**config.mk**
```make
export PLATFORM = sky130hd
export DESIGN_NAME = leadoff_and_channel_config
export DESIGN_NICKNAME = d
export VERILOG_FILES = /design/src/core/leadoff_cfg_pkg.sv /design/src/core/cfg_regs_if.sv /design/src/core/cfg_decode.sv /design/src/core/leadoff_and_channel_config.sv
export SDC_FILE = /design/constraint.sdc
export NUM_CORES = 1
export LEC_CHECK = 0
export ABC_AREA = 0
export BUFFER_PORTS_ARGS = -buffer_cell sky130_fd_sc_hd__buf_2
export CAP_MARGIN = 30
export CORE_MARGIN = 5
export CORE_UTILIZATION = 45
export DETAILED_ROUTE_END_ITERATION = 16
export PLACE_DENSITY_LB_ADDON = 0.12
export RECOVER_POWER = 100
export SLEW_MARGIN = 20
export SYNTH_ARGS = -nofsm -noshare
export SYNTH_HDL_FRONTEND = slang
export SYNTH_HIERARCHICAL = 1
export SYNTH_SLANG_ARGS = --single-unit
```
**constraint.sdc**
```tcl
create_clock -name clk_i -period 1.5 [get_ports clk_i]
set_input_delay 0.15 -clock clk_i [delete_from_list [all_inputs] [get_ports clk_i]]
set_output_delay 0.15 -clock clk_i [all_outputs]
set_load 0.03 [all_outputs]
```
**src/core/leadoff_cfg_pkg.sv**
```systemverilog
// package for the lead-off and channel one configuration bank
// assumes a byte-wide register map reached over a 32-bit wishbone slave
package leadoff_cfg_pkg;
  // register indices in the byte map, byte address is four times the index
  localparam logic [7:0] lead_off_control_idx = 8'h03;
  localparam logic [7:0] channel_one_settings_idx = 8'h04;
  localparam int addr_width = 8;
  // lead-off field positions
  localparam int thresh_lsb = 5;
  localparam int fixed_one_pos = 4;
  localparam int current_lsb = 2;
  localparam int fixed_zero_pos = 1;
  localparam int detect_ac_pos = 0;
  // channel one field positions
  localparam int powerdown_pos = 7;
  localparam int gain_lsb = 4;
  localparam int mux_lsb = 0;
  // reset values: bit 4 of lead-off reads as its fixed one
  localparam logic [7:0] lead_off_control_rst = 8'h10;
  localparam logic [7:0] channel_one_settings_rst = 8'h00;
  localparam logic [7:0] lead_off_fixed_mask = 8'h12;
  // reset values of the decoded controls: code zero of every field
  localparam logic [7:0] thresh_sel_rst = 8'h01;
  localparam logic [3:0] current_sel_rst = 4'h1;
  localparam logic [6:0] gain_sel_rst = 7'h01;
  localparam logic [9:0] source_sel_rst = 10'h001;
  // input source codes
  typedef enum logic [3:0] {
    src_electrode = 4'h0, src_shorted = 4'h1, src_drive_measure = 4'h2,
    src_supply = 4'h3, src_temperature = 4'h4, src_test = 4'h5,
    src_drive_pos = 4'h6, src_drive_neg = 4'h7, src_drive_both = 4'h8,
    src_third_pair = 4'h9
  } input_source_t;
  // wishbone slave state, gray along idle -> ack
  typedef enum logic [0:0] {
    bus_idle = 1'b0,
    bus_ack = 1'b1
  } bus_state_t;
endpackage

```
**src/core/cfg_regs_if.sv**
```systemverilog
// interface carrying stored configuration bytes from the bus slave to the decoder
// assumes a single clock domain
interface cfg_regs_if;
  logic [7:0] lead_off_control;
  logic [7:0] channel_one_settings;
  modport store (output lead_off_control, output channel_one_settings);
  modport decode (input lead_off_control, input channel_one_settings);
endinterface

```
**src/core/cfg_decode.sv**
```systemverilog
// combinational decode of configuration bytes into analog control selects
// assumes the bytes are registered upstream; outputs are re-registered by the top
module cfg_decode
  import leadoff_cfg_pkg::*;
(
  // stored configuration
  cfg_regs_if.decode regs,
  // decoded controls
  output logic [7:0] thresh_pos_sel_o,
  output logic [7:0] thresh_neg_sel_o,
  output logic [3:0] current_sel_o,
  output logic [9:0] source_sel_o,
  output logic [6:0] gain_sel_o,
  output logic source_reserved_o
);
  logic [2:0] thresh;
  logic [1:0] cur;
  logic [2:0] gain;
  logic [3:0] mux;

  // field extraction
  assign thresh = regs.lead_off_control[thresh_lsb +: 3];
  assign cur = regs.lead_off_control[current_lsb +: 2];
  assign gain = regs.channel_one_settings[gain_lsb +: 3];
  assign mux = regs.channel_one_settings[mux_lsb +: 4];

  // one-hot selects, none set for gain code 7 or a reserved source; positive and negative levels share one code
  always_comb begin
    thresh_pos_sel_o = 8'h00;
    thresh_neg_sel_o = 8'h00;
    current_sel_o = 4'h0;
    source_sel_o = 10'h000;
    gain_sel_o = 7'h00;
    source_reserved_o = 1'b0;
    thresh_pos_sel_o[thresh] = 1'b1;
    thresh_neg_sel_o[thresh] = 1'b1;
    current_sel_o[cur] = 1'b1;
    if (gain != 3'h7) begin
      gain_sel_o[gain] = 1'b1;
    end
    if (mux <= src_third_pair) begin
      source_sel_o[mux] = 1'b1;
    end else begin
      source_reserved_o = 1'b1;
    end
  end
endmodule

```
**src/core/leadoff_and_channel_config.sv**
```systemverilog
// top of the lead-off and channel one configuration bank
// assumes a classic wishbone master, 32-bit data, one clock, sync reset
//
// Our own choice: register access over Wishbone.
module leadoff_and_channel_config
  import leadoff_cfg_pkg::*;
(
  // clock and reset
  input wire logic clk_i,
  input wire logic rst_i,
  // wishbone slave
  input wire logic wb_cyc_i,
  input wire logic wb_stb_i,
  input wire logic wb_we_i,
  input wire logic [31:0] wb_adr_i,
  input wire logic [3:0] wb_sel_i,
  input wire logic [31:0] wb_dat_i,
  output logic [31:0] wb_dat_o,
  output logic wb_ack_o,
  output logic wb_err_o,
  // lead-off controls
  output logic [7:0] thresh_pos_sel_o,
  output logic [7:0] thresh_neg_sel_o,
  output logic [3:0] current_sel_o,
  output logic detect_ac_select_o,
  // channel one controls
  output logic chan_one_powerdown_o,
  output logic [6:0] gain_sel_o,
  output logic [9:0] source_sel_o,
  output logic source_reserved_o
);
  // carrier of the stored bytes
  cfg_regs_if regs_if ();
  // bus state and answer next values
  bus_state_t state;
  bus_state_t next_state;
  logic [31:0] next_dat;
  logic next_ack;
  logic next_err;
  // request qualifiers
  logic req;
  logic hit_lead_off_control;
  logic hit_ch1;
  logic hit_any;
  logic wr_lead_off_control;
  logic wr_ch1;
  logic [7:0] rd_byte;
  // stored bytes and their next values
  logic [7:0] lead_off_control;
  logic [7:0] channel_one_settings;
  logic [7:0] next_lead_off_control;
  logic [7:0] next_channel_one_settings;
  // single-bit fields taken straight from the stored bytes
  logic detect_ac_bit;
  logic powerdown_bit;
  // decoder results
  logic [7:0] dec_pos;
  logic [7:0] dec_neg;
  logic [3:0] dec_cur;
  logic [9:0] dec_src;
  logic [6:0] dec_gain;
  logic dec_rsv;
  // control next values
  logic [7:0] next_thresh_pos_sel;
  logic [7:0] next_thresh_neg_sel;
  logic [3:0] next_current_sel;
  logic next_detect_ac_select;
  logic next_chan_one_powerdown;
  logic [6:0] next_gain_sel;
  logic [9:0] next_source_sel;
  logic next_source_reserved;

  // address decode; word address index is byte address over four
  assign req = wb_cyc_i && wb_stb_i && (state == bus_idle);
  assign hit_lead_off_control = (wb_adr_i == {22'h00_0000, lead_off_control_idx, 2'b00});
  assign hit_ch1 = (wb_adr_i == {22'h00_0000, channel_one_settings_idx, 2'b00});
  assign hit_any = hit_lead_off_control || hit_ch1;

  // write strobes; only the low byte lane holds a register
  assign wr_lead_off_control = req && wb_we_i && wb_sel_i[0] && hit_lead_off_control;
  assign wr_ch1 = req && wb_we_i && wb_sel_i[0] && hit_ch1;

  // read byte by address; unmapped reads return zero
  // both bytes sit in the low lane of the 32-bit word
  always_comb begin
    rd_byte = 8'h00;
    if (hit_lead_off_control) begin
      rd_byte = lead_off_control;
    end else if (hit_ch1) begin
      rd_byte = channel_one_settings;
    end
  end

  // bus handshake next values
  // the ack cycle never retakes a request, so each answer is one pulse
  always_comb begin
    next_state = state;
    next_ack = 1'b0;
    next_err = 1'b0;
    next_dat = 32'h0000_0000;
    unique case (state)
      bus_idle: begin
        if (req) begin
          next_state = bus_ack;
          next_ack = hit_any;
          next_err = !hit_any; // unmapped address
          next_dat = {24'h00_0000, rd_byte};
        end
      end
      bus_ack: begin
        next_state = bus_idle; // master drops its request here
      end
    endcase
  end

  // bus flops; answers clear on the next edge
  // read data drops with ack so no stale byte lingers on the bus
  always_ff @(posedge clk_i) begin
    if (rst_i) begin
      state <= bus_idle;
      wb_ack_o <= 1'b0;
      wb_err_o <= 1'b0;
      wb_dat_o <= 32'h0000_0000;
    end else begin
      state <= next_state;
      wb_ack_o <= next_ack;
      wb_err_o <= next_err;
      wb_dat_o <= next_dat;
    end
  end

  // register next values
  // fixed bits are stored as written; the host keeps them right
  always_comb begin
    next_lead_off_control = lead_off_control;
    next_channel_one_settings = channel_one_settings;
    if (wr_lead_off_control) begin
      next_lead_off_control = wb_dat_i[7:0];
    end
    if (wr_ch1) begin
      next_channel_one_settings = wb_dat_i[7:0];
    end
  end

  // register flops, defaults after reset
  // a write lands on the edge that takes the request
  always_ff @(posedge clk_i) begin
    if (rst_i) begin
      lead_off_control <= lead_off_control_rst;
      channel_one_settings <= channel_one_settings_rst;
    end else begin
      lead_off_control <= next_lead_off_control;
      channel_one_settings <= next_channel_one_settings;
    end
  end

  // single-bit fields
  assign detect_ac_bit = lead_off_control[detect_ac_pos];
  assign powerdown_bit = channel_one_settings[powerdown_pos];

  // stored bytes toward the decoder
  assign regs_if.lead_off_control = lead_off_control;
  assign regs_if.channel_one_settings = channel_one_settings;

  // field decode into one-hot selects
  cfg_decode u_decode (
    .regs(regs_if.decode),
    .thresh_pos_sel_o(dec_pos),
    .thresh_neg_sel_o(dec_neg),
    .current_sel_o(dec_cur),
    .source_sel_o(dec_src),
    .gain_sel_o(dec_gain),
    .source_reserved_o(dec_rsv)
  );

  // control next values from the decoder and the single-bit fields
  // registering them keeps every control output free of decode glitches
  always_comb begin
    next_thresh_pos_sel = dec_pos;
    next_thresh_neg_sel = dec_neg;
    next_current_sel = dec_cur;
    next_detect_ac_select = detect_ac_bit;
    next_chan_one_powerdown = powerdown_bit;
    next_gain_sel = dec_gain;
    next_source_sel = dec_src;
    next_source_reserved = dec_rsv;
  end

  // registered control outputs, one cycle behind the stored bytes
  // reset shows code zero of every field, matching the stored defaults
  always_ff @(posedge clk_i) begin
    if (rst_i) begin
      thresh_pos_sel_o <= thresh_sel_rst;
      thresh_neg_sel_o <= thresh_sel_rst;
      current_sel_o <= current_sel_rst;
      detect_ac_select_o <= 1'b0;
      chan_one_powerdown_o <= 1'b0;
      gain_sel_o <= gain_sel_rst;
      source_sel_o <= source_sel_rst;
      source_reserved_o <= 1'b0;
    end else begin
      thresh_pos_sel_o <= next_thresh_pos_sel;
      thresh_neg_sel_o <= next_thresh_neg_sel;
      current_sel_o <= next_current_sel;
      detect_ac_select_o <= next_detect_ac_select;
      chan_one_powerdown_o <= next_chan_one_powerdown;
      gain_sel_o <= next_gain_sel;
      source_sel_o <= next_source_sel;
      source_reserved_o <= next_source_reserved;
    end
  end
endmodule

```
* Word-level counts from Yosys, hierarchy flattened *
Index checks and enable logic that the tools add are counted.

operators by class
  order comparisons = 9
  equality and inequality tests = 3
  mux-type cells = 15
  bitwise logic cells = 4
  reductions and logical operators = 16

operator list
  kind                                                                           count
  32-bit by 4-bit equality test with 1-bit output (second input constant)        1
  32-bit by 5-bit equality test with 1-bit output (second input constant)        1
  8-bit 2-to-1 mux                                                               2
  1-bit logical AND                                                              10
  3-bit by 4-bit less-than comparator with 1-bit output (second input constant)  2
  1-bit 2-to-1 mux                                                               8
  1-bit demux with 3-bit select                                                  2
  3-bit by 1-bit >= comparator with 1-bit output (second input constant)         2
  2-bit OR reduction                                                             3
  4-bit by 5-bit less-than comparator with 1-bit output (second input constant)  1
  1-bit demux with 4-bit select                                                  1
  4-bit by 1-bit >= comparator with 1-bit output (second input constant)         1
  4-bit less-or-equal comparator (second input constant)                         1
  1-bit NOT                                                                      4
  2-bit by 3-bit less-than comparator with 1-bit output (second input constant)  1
  3-bit inequality test (second input constant)                                  1
  3-bit OR reduction                                                             1
  1-bit demux with 2-bit select                                                  1
  2-bit by 1-bit >= comparator with 1-bit output (second input constant)         1
  1-bit case mux with 2 select lines                                             1
  1-bit logical NOT                                                              1
  1-bit logical OR                                                               1

word-level totals
  register bits = 83
  input bits = 73
  output and inout port bits = 74

* Logic depth before layout (Yosys ltp) *
  depth in word-level cells = 5
  depth in mapped cells = 6
  depth with buffers taken out = 4

* Modules after synthesis *
Netlist, hierarchy kept.

by module, submodules not included
  module                      instances  cells each  area each (um^2)  seq. area each (um^2)
  leadoff_and_channel_config  1          236         2449.8            1341.3
  cfg_decode                  1          42          371.6             0.0

* Worst setup path after synthesis *
Ideal clock, no wire load.

  kind = reg2reg
  from = register state
  to = register channel_one_settings[0]
  arrival time = 1.177 ns
  data required time = 1.428 ns
  slack = 0.251 ns
  cell stages (with the launch flop) = 6
  buffers on the path = 1
  cells stage by stage = dfxtp_1 and3b_1 and3_1 and4_1 buf_4 mux2i_1

on the way
  word-level cells in the longest chain between the ends = 5

ends and longest elaborated chain
  item                             RTL line                           source
  start: declaration               leadoff_and_channel_config.sv:35   bus_state_t state;
  start signal: assignment         leadoff_and_channel_config.sv:120  state <= bus_idle;
  start signal: assignment         leadoff_and_channel_config.sv:125  state <= next_state;
  1-bit NOT                        -
  1-bit logical AND                leadoff_and_channel_config.sv:74   assign req = wb_cyc_i && wb_stb_i && (state == bus_idle);
  1-bit logical AND (3 in series)  leadoff_and_channel_config.sv:81   assign wr_ch1 = req && wb_we_i && wb_sel_i[0] && hit_ch1;
  end signal: assignment           leadoff_and_channel_config.sv:150  channel_one_settings <= channel_one_settings_rst;
  end signal: assignment           leadoff_and_channel_config.sv:153  channel_one_settings <= next_channel_one_settings;
  end: declaration                 leadoff_and_channel_config.sv:50   logic [7:0] channel_one_settings;

Every way passes these cells.
A chain may end at the register's enable or synchronous reset.

* Worst setup path after layout *
  from = register state
  to = register lead_off_control[4]

on the way
  word-level cells in the longest chain between the ends = 5

ends and longest elaborated chain
  item                             RTL line                           source
  1-bit NOT                        -
  1-bit logical AND                leadoff_and_channel_config.sv:74
  1-bit logical AND (3 in series)  leadoff_and_channel_config.sv:80   assign wr_lead_off_control = req && wb_we_i && wb_sel_i[0] && hit_lead_off_control;
  end signal: assignment           leadoff_and_channel_config.sv:149  lead_off_control <= lead_off_control_rst;
  end signal: assignment           leadoff_and_channel_config.sv:152  lead_off_control <= next_lead_off_control;
  end: declaration                 leadoff_and_channel_config.sv:49   logic [7:0] lead_off_control;

Every way passes these cells.

==> run metrics <==
CTS Hold Bufs 0; Worst Hold Launch wb_dat_i[4]; Min Clock Period, post-route 1.411 ns; syn_area_per_cell 10.15 um^2; Clock transition at path regs 0.07 ns; Vert. Die Dim 89.18 um; dpl hpwl 4048 um; Starting Density 46.82%; mean number of vias per cell 4.626; run status completed; Setup WS pre-CTS -0.08442 ns; Design Area, Final 0.003329 mm^2; Setup CP Type flip-flop to flip-flop; Setup crit end kind flip-flop; setup tns final 0 ns; reg-to-reg slack, setup 0.09 ns; vias in the first global route 2057; vias 2054; Hold Path Sink channel_one_settings[4]; pin slew with the least headroom to its limit 0.9629 ns; Pre-Repair DR Iteration Count 4; largest net degree at the start of global routing 59; first-pass GRT wire length 9190 um; Overflow after GRT 0; Tcrit/Tclk final 94.08%; final wirelength 5690 um; Synth cell types 30; die span in x 89.18 um; slack of the critical path 0.08874 ns; RR Endpoint lead_off_control[4]; Max Cap Viol 0; clk_skew 0.008832 ns; boundary pin count 147; Reg-to-Reg Start state; Synth top area share 47.54%; layout cell share with drive strength beyond 1 22.22%; Fin. Hold Viols 0; Root Driver clkbuf_8; RSZ-0062 raised after global routing no; max-slew violation count 0; met1 Usage GRT 18.04%; H-tree depth 3; crit path max fanout 4; total power 3.646 mW; async set-reset flop share out of synthesis 0%; CTS Buf Count 9; critical path required time 1.76 ns; post-layout util 55.25%; Synth area leader dfxtp_1; Clk Latency, worst-skew pair 0.33 ns; Synth warnings 6; Worst slew margin 35.81%; Core Area 0.006026 mm^2; main area contributors after synthesis dfxtp_1 48%, buf_4 9.6%, nor2b_1 8.0%; # Post-CTS Setup Buffers 0; Port Buffers 95; 1st-iter DRT viols 68; Antenna Cells 0; P&R area growth vs syn 18.00%; initial antenna violation count 0; met2 global-route usage 24.11%; # DRC 0; number of synthesized flops with an enable pin 0; Placer Congestion 0.7285; Fmax 0.7086 GHz; Worst Setup Start Kind flip-flop; pwr dens 1095 mW/mm^2; clock sinks 67; hold path depth 3; worst vdd ir 0.5642 mV; HP Class primary input to flip-flop; GRT Total Usage 14.96%; Placement Cell Area 0.003188 mm^2; antenna violation net count after detailed routing 0; Synth Instances 278; Main synth FF type dfxtp_1; Synth Cell Area 0.002821 mm^2; met3 global-route usage 4.700%; leak pwr 1.393 nW; CTS tree built; WP data arrival 1.67 ns; # rows 28; flops & latches, synth 67; FILL cells 574; PostCTS Resize Cnt 0; global route hottest layer met2; nets@finish 437; Die ar. 0.007953 mm^2; deepest clock path buffer count 2; drt wl/cell 12.82 um; Setup violations, final 0; Reg2Reg Depth 4; sequential element share of the synthesized area 47.54%
-- where the power goes --
group | total (mW) | switching, mW | internal (mW)
clock | 1.67 | 0.685 | 0.981
combinational | 0.201 | 0.138 | 0.0628
sequential | 1.78 | 0.000643 | 1.78
-- metrics by stage --
stage               instances  hold WS, ns
finish                    444      0.09231
global route              444       0.1017
CTS                       444      0.07608
detailed placement        428       0.4366
global placement          428       0.4269
floorplan                 301       0.3053
-- sequential cells by signal, summed over array words and instances, names as in the netlist, 4 cells and up --
| name | count |
|---|---|
| channel_one_settings | 8 |
| lead_off_control | 8 |
| thresh_neg_sel_o | 8 |
| thresh_pos_sel_o | 8 |
| source_sel_o | 10 |
| gain_sel_o | 7 |
| current_sel_o | 4 |
| wb_dat_o | 8 |
-- placed cells by master, fill, tap and decap left out, types with 2 or more instances in the layout --
cell        instances
nand3_1            16
dfxtp_1            67
clkbuf_8           10
bufinv_16           2
clkinvlp_4          2
and2_1              2
nor4b_2             4
nor2_1              6
nand2b_1           23
nor4_1              6
nor2b_1            36
mux2i_1            16
and3b_1             7
buf_2              44
and4_1              4
nor3b_1             7
nand2_1             2
inv_1               2
buf_4               6
and3_1              2
nor3_1              3
conb_1             24
a21oi_1             8
or2_2               5
and4bb_2            4
clkbuf_1           51
-- cell families (layout without fill, tap and decap cells) --
family                 Yosys count  count (layout)  synth area share [%]
DFF                             67              67                 47.54
AOI/OAI and AO/OA               11              11                 2.129
other                            1              24                0.1329
buffers and inverters           52             120                 12.82
and+or+nand+nor                131             131                 31.71
muxes                           16              16                 5.676
-- cell type report --
cell class                 count  area, um^2  area share (%)
clock buffer                  10       137.6           4.134
clock inverter                 6       88.84           2.668
inverter                       2       7.507          0.2255
multi-input combinational    182        1199           36.00
sequential                    67        1341           40.29
tap                           75       93.84           2.818
timing repair buffer         102       461.7           13.87
-- critical path: stages (launching register included) --
cell     delay [ns]
dfxtp_1        0.30
and3b_1        0.20
and3_1         0.24
and4_1         0.38
mux2i_1        0.22
-- routing by layer --
| layer | vias up | share of wire (%) |
|---|---|---|
| li1 | 1051 | - |
| met1 | 902 | 43 |
| met2 | 95 | 46 |
| met3 | 6 | 10 |
| met4 | 0 | 1.1 |
| met5 | - | 0 |
-- cells in the mapped netlist, types with 6 or more instances --
cell type / instances
dfxtp_1: 67
nor4_1: 6
buf_4: 36
a21oi_1: 8
nor2b_1: 36
nand2b_1: 23
nand3_1: 16
mux2i_1: 16
nor2_1: 6
and3b_1: 7
nor3b_1: 7
clkbuf_1: 9
-- how the worst max path moves through the flow --
stage	start	endpoint	slack, ns	cells past startpoint
floorplan	state	channel_one_settings[0]	0.25	5
global placement	wb_adr_i[31]	lead_off_control[4]	-0.05	5
detailed placement	wb_adr_i[31]	wb_dat_o[1]	-0.08	6
CTS	state	lead_off_control[4]	0.05	4
global route	state	lead_off_control[7]	0.03	4
finish	state	lead_off_control[4]	0.09	4
Power figures use the tool's default switching activity.
